## src/include/tcsf_cfg.svh

```systemverilog
`ifndef TCSF_CFG_SVH
`define TCSF_CFG_SVH

// register offsets on the byte bus
`define TCSF_OFS_CTRL   8'h12
`define TCSF_OFS_STAT   8'h13
`define TCSF_OFS_CAPH   8'h14
`define TCSF_OFS_CAPL   8'h15
`define TCSF_OFS_CMPH   8'h16
`define TCSF_OFS_CMPL   8'h17
`define TCSF_OFS_CNTH   8'h18
`define TCSF_OFS_CNTL   8'h19
`define TCSF_OFS_ALTH   8'h1a
`define TCSF_OFS_ALTL   8'h1b

// control field positions
`define TCSF_BIT_CAP_IE 7
`define TCSF_BIT_CMP_IE 6
`define TCSF_BIT_OVF_IE 5
`define TCSF_BIT_EDGE   1
`define TCSF_BIT_LEVEL  0

// status field positions
`define TCSF_BIT_CAP_F  7
`define TCSF_BIT_CMP_F  6
`define TCSF_BIT_OVF_F  5

// reset values and masks
`define TCSF_CTRL_RESET 8'h01
`define TCSF_CTRL_MASK  8'he3
`define TCSF_CNT_RESET  16'hfffc
`define TCSF_CNT_MAX    16'hffff

// bus clocks per counter step
`define TCSF_PRESCALE   4

`endif

```

## src/include/tcsf_pkg.sv

```systemverilog
package tcsf_pkg;

    // timer state within one prescaler period
    typedef enum logic [1:0] {
        TCSF_T00 = 2'b00,
        TCSF_T01 = 2'b01,
        TCSF_T10 = 2'b10,
        TCSF_T11 = 2'b11
    } tcsf_phase_t;

    // one bus request, strobes one cycle wide
    typedef struct packed {
        logic [7:0] addr;
        logic [7:0] wdata;
        logic       wr;
        logic       rd;
    } tcsf_bus_req_t;

    // synchroniser and edge detector state
    typedef struct packed {
        logic s1;
        logic s2;
        logic s3;
    } tcsf_sync_t;

    // main timer state
    typedef struct packed {
        logic [7:0]  ctrl;
        logic [15:0] counter;
        logic [7:0]  cnt_buf;
        logic        cnt_buf_valid;
        logic [15:0] cap;
        logic        cap_block;
        logic        cap_pend;
        logic [15:0] cmp;
        logic        cmp_block;
        logic        cmp_match;
        logic        cap_flag;
        logic        cmp_flag;
        logic        ovf_flag;
        logic        arm_cap;
        logic        arm_cmp;
        logic        arm_ovf;
        logic        pin;
        logic [7:0]  rdata;
    } tcsf_state_t;

endpackage

```

## src/design/tcsf_sync_edge.sv

```systemverilog
`timescale 1ns/1ps
module tcsf_sync_edge (
    input  wire logic clk_sys,
    input  wire logic rst,
    input  wire logic pin_async,
    input  wire logic rise_sel,
    output logic      edge_pulse
);
    tcsf_pkg::tcsf_sync_t s_reg;   // synchroniser stages
    tcsf_pkg::tcsf_sync_t s_next;  // next stages

    // shift the pin through two flops, third holds last level
    always_comb begin
        s_next    = s_reg;
        s_next.s1 = pin_async;
        s_next.s2 = s_reg.s1;
        s_next.s3 = s_reg.s2;
    end

    always_ff @(posedge clk_sys) begin
        if (rst) begin
            s_reg <= '0;
        end else begin
            s_reg <= s_next;
        end
    end

    // only the second and third stage are compared
    assign edge_pulse = rise_sel ? (s_reg.s2 & ~s_reg.s3)
                                 : (~s_reg.s2 & s_reg.s3);
endmodule

```

## src/design/tcsf_prescale.sv

```systemverilog
`timescale 1ns/1ps
module tcsf_prescale (
    input  wire logic          clk_sys,
    input  wire logic          rst,
    input  wire logic          clear,
    output tcsf_pkg::tcsf_phase_t phase
);
    tcsf_pkg::tcsf_phase_t ph_reg;   // current timer state
    tcsf_pkg::tcsf_phase_t ph_next;  // next timer state

    // four states per counter step; clear restarts at t00
    always_comb begin
        case (ph_reg)
            tcsf_pkg::TCSF_T00: ph_next = tcsf_pkg::TCSF_T01;
            tcsf_pkg::TCSF_T01: ph_next = tcsf_pkg::TCSF_T10;
            tcsf_pkg::TCSF_T10: ph_next = tcsf_pkg::TCSF_T11;
            tcsf_pkg::TCSF_T11: ph_next = tcsf_pkg::TCSF_T00;
            default:            ph_next = tcsf_pkg::TCSF_T00;
        endcase
        if (clear) begin
            ph_next = tcsf_pkg::TCSF_T00;
        end
    end

    always_ff @(posedge clk_sys) begin
        if (rst) begin
            ph_reg <= tcsf_pkg::TCSF_T00;
        end else begin
            ph_reg <= ph_next;
        end
    end

    assign phase = ph_reg;
endmodule

```

## src/design/tcsf_timer.sv

```systemverilog
`timescale 1ns/1ps
`include "tcsf_cfg.svh"
module tcsf_timer (
    input  wire logic            clk_sys,
    input  wire logic            rst,
    input  tcsf_pkg::tcsf_bus_req_t bus_req,
    output logic [7:0]           bus_rdata,
    input  wire logic            capture_input_pin,
    output logic                 compare_output_pin,
    output logic                 timer_irq
);
    tcsf_pkg::tcsf_state_t s_reg;     // main timer state
    tcsf_pkg::tcsf_state_t s_next;    // next timer state
    tcsf_pkg::tcsf_phase_t phase;     // prescaler state
    logic                  cap_edge;  // qualified capture edge
    logic                  tick;      // last state of a counter step
    logic                  ovf_set;   // counter wraps this cycle
    logic                  cmp_set;   // compare flag rises this cycle
    logic                  cap_set;   // capture flag rises this cycle
    logic                  cnt_clear; // software restarts the counter
    logic                  rd_hit;    // read strobe
    logic                  wr_hit;    // write strobe

    // byte match of a bus address against one offset
    function automatic logic at(input logic [7:0] a, input logic [7:0] ofs);
        at = (a == ofs);
    endfunction

    // counter low byte at either location
    function automatic logic is_cnt_low(input logic [7:0] a);
        is_cnt_low = at(a, `TCSF_OFS_CNTL) || at(a, `TCSF_OFS_ALTL);
    endfunction

    // counter high byte at either location
    function automatic logic is_cnt_high(input logic [7:0] a);
        is_cnt_high = at(a, `TCSF_OFS_CNTH) || at(a, `TCSF_OFS_ALTH);
    endfunction

    assign rd_hit    = bus_req.rd;
    assign wr_hit    = bus_req.wr;
    assign cnt_clear = wr_hit && is_cnt_low(bus_req.addr);

    // capture pin synchroniser and edge polarity
    tcsf_sync_edge u_sync (
        .clk_sys    (clk_sys),
        .rst        (rst),
        .pin_async  (capture_input_pin),
        .rise_sel   (s_reg.ctrl[`TCSF_BIT_EDGE]),
        .edge_pulse (cap_edge)
    );

    // divide-by-four timer state sequence
    tcsf_prescale u_pre (
        .clk_sys (clk_sys),
        .rst     (rst),
        .clear   (cnt_clear),
        .phase   (phase)
    );

    assign tick    = (phase == tcsf_pkg::TCSF_T11);
    assign ovf_set = tick && (s_reg.counter == `TCSF_CNT_MAX);
    assign cmp_set = tick && s_reg.cmp_match;
    assign cap_set = tick && s_reg.cap_pend;

    // next state: counter, capture, compare, bus, flags
    always_comb begin
        s_next       = s_reg;
        s_next.rdata = 8'h00;

        // free-running counter, one step per four clocks
        if (tick) begin
            s_next.counter = s_reg.counter + 16'h0001;
        end

        // comparison sampled only at t01, unless suspended
        if (phase == tcsf_pkg::TCSF_T01 && !s_reg.cmp_block
            && s_reg.cmp == s_reg.counter) begin
            s_next.cmp_match = 1'b1;
        end
        if (tick) begin
            s_next.cmp_match = 1'b0;
        end
        // output latch follows the level bit on each match
        if (cmp_set) begin
            s_next.pin = s_reg.ctrl[`TCSF_BIT_LEVEL];
        end

        // capture pending is consumed at t11
        if (tick) begin
            s_next.cap_pend = 1'b0;
        end
        // transfer on every valid edge, flag set or not
        if (cap_edge && !s_reg.cap_block) begin
            s_next.cap      = s_reg.counter;
            s_next.cap_pend = 1'b1;
        end

        // bus reads, data stands one cycle later
        if (rd_hit) begin
            case (bus_req.addr)
                `TCSF_OFS_CTRL: begin
                    s_next.rdata = s_reg.ctrl & `TCSF_CTRL_MASK;
                end
                `TCSF_OFS_STAT: begin
                    // low five bits always read zero
                    s_next.rdata = {s_reg.cap_flag, s_reg.cmp_flag,
                                    s_reg.ovf_flag, 5'h00};
                    // first step: arm every flag now set
                    s_next.arm_cap = s_reg.cap_flag;
                    s_next.arm_cmp = s_reg.cmp_flag;
                    s_next.arm_ovf = s_reg.ovf_flag;
                end
                `TCSF_OFS_CAPH: begin
                    s_next.rdata     = s_reg.cap[15:8];
                    s_next.cap_block = 1'b1;
                end
                `TCSF_OFS_CAPL: begin
                    s_next.rdata     = s_reg.cap[7:0];
                    s_next.cap_block = 1'b0;
                    if (s_reg.arm_cap) begin
                        s_next.cap_flag = 1'b0;
                    end
                    s_next.arm_cap = 1'b0;
                end
                `TCSF_OFS_CMPH: begin
                    s_next.rdata = s_reg.cmp[15:8];
                end
                `TCSF_OFS_CMPL: begin
                    s_next.rdata = s_reg.cmp[7:0];
                    if (s_reg.arm_cmp) begin
                        s_next.cmp_flag = 1'b0;
                    end
                    s_next.arm_cmp = 1'b0;
                end
                `TCSF_OFS_CNTH, `TCSF_OFS_ALTH: begin
                    s_next.rdata = s_reg.counter[15:8];
                    // freeze low byte only on the first high read
                    if (!s_reg.cnt_buf_valid) begin
                        s_next.cnt_buf       = s_reg.counter[7:0];
                        s_next.cnt_buf_valid = 1'b1;
                    end
                end
                `TCSF_OFS_CNTL: begin
                    s_next.rdata = s_reg.cnt_buf_valid ? s_reg.cnt_buf
                                                       : s_reg.counter[7:0];
                    s_next.cnt_buf_valid = 1'b0;
                    if (s_reg.arm_ovf) begin
                        s_next.ovf_flag = 1'b0;
                    end
                    s_next.arm_ovf = 1'b0;
                end
                `TCSF_OFS_ALTL: begin
                    // same value, but leaves the overflow sequence alone
                    s_next.rdata = s_reg.cnt_buf_valid ? s_reg.cnt_buf
                                                       : s_reg.counter[7:0];
                    s_next.cnt_buf_valid = 1'b0;
                end
                default: begin
                    s_next.rdata = 8'h00; // unmapped reads as zero
                end
            endcase
        end

        // bus writes
        if (wr_hit) begin
            case (bus_req.addr)
                `TCSF_OFS_CTRL: begin
                    s_next.ctrl = bus_req.wdata & `TCSF_CTRL_MASK;
                end
                `TCSF_OFS_STAT: begin
                    // a write also arms overflow clearing
                    s_next.arm_ovf = s_reg.ovf_flag;
                end
                `TCSF_OFS_CMPH: begin
                    s_next.cmp[15:8] = bus_req.wdata;
                    s_next.cmp_block = 1'b1;
                end
                `TCSF_OFS_CMPL: begin
                    s_next.cmp[7:0]  = bus_req.wdata;
                    s_next.cmp_block = 1'b0;
                end
                `TCSF_OFS_CNTL, `TCSF_OFS_ALTL: begin
                    // restart counter; flags and enables untouched
                    s_next.counter       = `TCSF_CNT_RESET;
                    s_next.cnt_buf_valid = 1'b0;
                end
                default: begin
                    // read-only or unmapped: write ignored
                    s_next.ctrl = s_next.ctrl;
                end
            endcase
        end

        // set beats a clear in the same cycle
        if (cap_set) begin
            s_next.cap_flag = 1'b1;
        end
        if (cmp_set) begin
            s_next.cmp_flag = 1'b1;
        end
        if (ovf_set) begin
            s_next.ovf_flag = 1'b1;
        end
    end

    // register update; reset reaches control, counter, blocks, pending, match, arms and read data,
    // capture, compare, flags and pin latch keep their value
    always_ff @(posedge clk_sys) begin
        s_reg <= s_next;
        if (rst) begin
            s_reg.ctrl          <= `TCSF_CTRL_RESET;
            s_reg.counter       <= `TCSF_CNT_RESET;
            s_reg.cnt_buf_valid <= 1'b0;
            s_reg.cap_block     <= 1'b0;
            s_reg.cap_pend      <= 1'b0;
            s_reg.cmp_block     <= 1'b0;
            s_reg.cmp_match     <= 1'b0;
            s_reg.arm_cap       <= 1'b0;
            s_reg.arm_cmp       <= 1'b0;
            s_reg.arm_ovf       <= 1'b0;
            s_reg.rdata         <= 8'h00;
        end
    end

    // outputs
    assign bus_rdata          = s_reg.rdata;
    assign compare_output_pin = s_reg.pin;
    // request stays high while any enabled flag is set
    assign timer_irq = (s_reg.cap_flag & s_reg.ctrl[`TCSF_BIT_CAP_IE])
                     | (s_reg.cmp_flag & s_reg.ctrl[`TCSF_BIT_CMP_IE])
                     | (s_reg.ovf_flag & s_reg.ctrl[`TCSF_BIT_OVF_IE]);

    // checks on the design's own behaviour
    ctrl_reset_a: assert property (@(posedge clk_sys) disable iff (rst)
        $past(rst) |-> (s_reg.ctrl == 8'h01 && s_reg.counter == 16'hfffc))
        else $error("control or counter wrong after reset");

    irq_off_a: assert property (@(posedge clk_sys) disable iff (rst)
        (s_reg.ctrl[7:5] == 3'b000) |-> !timer_irq)
        else $error("interrupt raised with all enables off");

    irq_hold_a: assert property (@(posedge clk_sys) disable iff (rst)
        (s_reg.ovf_flag && s_reg.ctrl[5]) |-> timer_irq)
        else $error("enabled overflow flag without interrupt");

    cap_copy_a: assert property (@(posedge clk_sys) disable iff (rst)
        (cap_edge && !s_reg.cap_block) |=> (s_reg.cap == $past(s_reg.counter)))
        else $error("capture did not copy the counter");

    pin_level_a: assert property (@(posedge clk_sys) disable iff (rst)
        (tick && s_reg.cmp_match) |=> (compare_output_pin == $past(s_reg.ctrl[0])))
        else $error("compare pin did not take the level bit");

    stat_zero_a: assert property (@(posedge clk_sys) disable iff (rst)
        (rd_hit && bus_req.addr == 8'h13) |=> (bus_rdata[4:0] == 5'h00))
        else $error("status low bits not zero");

    cap_flag_a: assert property (@(posedge clk_sys) disable iff (rst)
        (cap_edge && !s_reg.cap_block) |-> ##[1:5] s_reg.cap_flag)
        else $error("capture flag late");

    cmp_t01_a: assert property (@(posedge clk_sys) disable iff (rst)
        $rose(s_reg.cmp_match) |-> ($past(phase) == tcsf_pkg::TCSF_T01))
        else $error("comparison outside t01");

    ovf_wrap_a: assert property (@(posedge clk_sys) disable iff (rst)
        (ovf_set && !cnt_clear) |=> (s_reg.ovf_flag && s_reg.counter == 16'h0000))
        else $error("overflow not flagged on wrap");

    alt_keep_a: assert property (@(posedge clk_sys) disable iff (rst)
        (rd_hit && bus_req.addr == 8'h1b && s_reg.ovf_flag) |=> s_reg.ovf_flag)
        else $error("alternate read cleared overflow");

    ovf_clear_a: assert property (@(posedge clk_sys) disable iff (rst)
        (rd_hit && bus_req.addr == 8'h19 && s_reg.arm_ovf && !ovf_set)
        |=> !s_reg.ovf_flag)
        else $error("overflow clear sequence failed");

    cmp_hold_a: assert property (@(posedge clk_sys) disable iff (rst)
        s_reg.cmp_block |=> !$rose(s_reg.cmp_match))
        else $error("compare matched while suspended");

    cap_block_a: assert property (@(posedge clk_sys) disable iff (rst)
        (s_reg.cap_block && cap_edge) |=> $stable(s_reg.cap))
        else $error("capture moved while blocked");
endmodule

```

## config.mk

```make
export PLATFORM = sky130hd
export DESIGN_NAME = tcsf_timer
export DESIGN_NICKNAME = d
export VERILOG_FILES = /design/src/include/tcsf_pkg.sv /design/src/design/tcsf_sync_edge.sv /design/src/design/tcsf_prescale.sv /design/src/design/tcsf_timer.sv
export VERILOG_INCLUDE_DIRS = /design/src /design/src/include
export SDC_FILE = /design/constraint.sdc
export NUM_CORES = 1
export LEC_CHECK = 0
export ABC_AREA = 1
export BUFFER_PORTS_ARGS = -buffer_cell sky130_fd_sc_hd__clkbuf_2
export CAP_MARGIN = 10
export CORE_MARGIN = 4
export CORE_UTILIZATION = 30
export DETAILED_ROUTE_END_ITERATION = 6
export PLACE_DENSITY_LB_ADDON = 0.08
export SLEW_MARGIN = 25
export SYNTH_ARGS = -nofsm -noshare
export SYNTH_HDL_FRONTEND = slang
export SYNTH_SLANG_ARGS = --single-unit
```

## constraint.sdc

```tcl
create_clock -name clk_sys -period 2.1 [get_ports clk_sys]
set_input_delay 0.63 -clock clk_sys [delete_from_list [all_inputs] [get_ports clk_sys]]
set_output_delay 0.63 -clock clk_sys [all_outputs]
set_load 0.1 [all_outputs]
```

==> metrics <==
Ys Warns=0; Setup Slack @ Placement=155.5 ps; crit start category=flop; DP HPWL=9.927 mm; crit-path max cell delay=460 ps; RSZ-0062 raised after global routing=no; cell taking the most area after synthesis=edfxtp_1; register area share after synthesis=0.5007; root buffer cell=clkbuf_16; port buffer count=30; FF-to-FF Start=u_pre.phase[0]; TritonCTS Buffers=9; WP data arrival=1380 ps; filler cell count=1471; Post CTS Setup Buffer Count=0; FFs w/ async S/R, synth=0; drt pass-1 iters=5; post-CTS resize count=0; ant diodes=0; P per Cell Area=780.3 mW/mm²; synth unique cells=36; clock slew at reported path FFs=60 ps; Fin Clk Skew=7.381 ps; Cell Area, Synth=0.004258 mm²; Iter 0 DRT Violations=270; clk sinks=86; CTS tree=done; Post-DRT Antenna Nets=0; via density per instance=4.696; Worst Hold End=u_sync.s_next[0]; Final Cycle Share=0.9577; measured slew at the worst slew-check pin=557.0 ps; initial core utilization=0.3067; layout cells sized above 1=0.1790; Row Count=43; Synth Flop Type=dfxtp_1; Crit path required time=1470 ps; worst min-delay path class=reg -> reg; Syn Area/Cell=8.365 µm²; first-pass GRT wire length=19.88 mm; Max Cap Viol=0; post-layout util=0.3588; initial antenna violation count=0; crit path kind=reg -> out; clk_lat worst skew=350 ps; min cycle time layout=2011 ps; die footprint=0.01616 mm²; Top delay family on crit path=buffers and inverters; total power=3.886 mW; crit path cell chain=nand2_1 > nand3_1 > clkbuf_2; Worst Reg-to-Reg Cells=8; Fmax=497.2 MHz; total number of H-tree levels=3; fin nets=574; Largest register FFs=72; Worst R2R Setup Slack=340 ps; Critical Path End Type=primary output; synth-to-layout area growth=16.96%; Die X=127.1 µm; All-Layer GR Usage=0.1652; largest net degree at the start of global routing=31; Hold Path Origin=u_sync.s_next[1]; vias in the first global route=3398; chip height=127.1 µm; Hold Buf Count CTS=0; Slew headroom=0.6303; final count of hold timing violations=0; Synth Register Bits=86; worst flop-to-flop path endpoint=s_reg[75]; top cells by area, synth=edfxtp_1 29%, dfxtp_1 21%, nand2_1 9.6%, nand3_1 6.3%, inv_1 5.4%; fin. max-slew vios=0; VDD IR max=318.9 µV; Placeable Area=0.01388 mm²; slack of the critical path=88.80 ps; Hold Path Depth=2; post-route setup TNS=0 ps; Final setup viols=0; Cells after Synth=509; routed len/inst=17.41 µm; GRT overflow=0; Post-synth EDFFs=41; Leakage Power=2.175 nW; post-synth top area share=0.2892; Max Buffers Root-to-Sink=2; # DRC=0; drt total wl=12.77 mm; Slowest-stage cell, CP=clkbuf_2; Post-Synthesis Net Count=535; Worst Path Max Fanout=4; Ports=31; Crit path buffers/inverters=1; Vias=3442; outcome=finished, final reports clean; RD Place Congestion=0.8279
[metal layers]
layer | GRT usage | part of all wire | vias to the layer above
li1 | - | - | 1747
met1 | 0.2312 | 0.48 | 1595
met2 | 0.2500 | 0.45 | 81
met3 | 0.03972 | 0.046 | 19
met4 | 0.05804 | 0.024 | 0
met5 | 0 | 0 | -
[area by class of cell]
type                    count  area, µm²  area share
repair buffers             46      282.8     0.05678
well taps                 180      225.2     0.04523
flip-flops and latches     86       2132      0.4281
inverters                  66      250.2     0.05025
clock buffers               9      225.2     0.04523
multi-input cells         339       1752      0.3518
clock inverters             7      112.6     0.02261
[cell usage after synthesis (6+ instances only)]
cell type    n
nand2_1    109
inv_1       61
nand3_1     54
nor2_1      50
dfxtp_1     45
edfxtp_1    41
o21ai_0     30
a21oi_1     19
nand4_1     12
buf_4        9
nand2_2      8
o21ai_1      8
nor2_4       7
nor3_1       6
[tightest hold or removal path: cells and delay by family (launching register included)]
kind	cells	cell delay (ps)
buffers and inverters	1	40
flip-flops	1	290
AND/OR/NAND/NOR	1	30
[power by group]
group / internal [mW] / switching [mW]
Combinational: 0.0834 / 0.171
Sequential: 1.78 / 0.0242
Clock: 1.16 / 0.675
[cell families (layout without fill, tap and decap cells)]
kind of cell | after synthesis | after routing | synth area share
AO/OA/AOI/OAI | 65 | 65 | 0.08111
XOR/XNOR | 6 | 6 | 0.01234
adder cells (fa/ha/maj) | 5 | 5 | 0.01469
flip-flops | 86 | 86 | 0.5007
AND/OR/NAND/NOR | 263 | 263 | 0.3021
buffers and inverters | 84 | 128 | 0.08904
[how the worst max path moves through the flow]
stage / from / endpoint / slack (ps) / depth (start not counted)
after detailed placement: bus_req[15] / s_reg[20] / 160 / 8
after global placement: bus_req[15] / s_reg[31] / 160 / 8
final: s_reg[12] / timer_irq / 90 / 3
after CTS: s_reg[13] / timer_irq / 80 / 3
after global routing: s_reg[14] / timer_irq / 20 / 3
after floorplan: bus_req[15] / s_reg[17] / 160 / 6
[per-stage QoR]
step / hold slack (ps) / cell area, µm² / cells
detailed placement: 408.3 / 4642 / 717
floorplan: 388.3 / 4263 / 509
CTS: 418.2 / 4980 / 733
finish: 412.3 / 4980 / 733
global placement: 392.6 / 4642 / 717
global route: 437.9 / 4980 / 733
[cell usage in the layout (no fill, tap or decap), types with 3 or more instances in the layout]
cell type / Yosys / routed
clkbuf_16: 0 / 9
nor2_2: 4 / 4
nand2_4: 5 / 5
nor2_1: 50 / 50
clkbuf_2: 0 / 30
nand2_2: 8 / 8
edfxtp_1: 41 / 41
o21ai_0: 30 / 30
dfxtp_1: 45 / 45
a21oi_1: 19 / 19
bufinv_16: 0 / 3
ha_1: 5 / 5
inv_1: 61 / 61
nor3_1: 6 / 5
nand4_1: 12 / 12
buf_4: 9 / 15
xor2_1: 4 / 4
nand2_1: 109 / 109
nor2_4: 7 / 7
inv_2: 4 / 4
nand3_1: 54 / 54
o21ai_1: 8 / 8
Note: power is estimated with default switching activity, not from simulation.
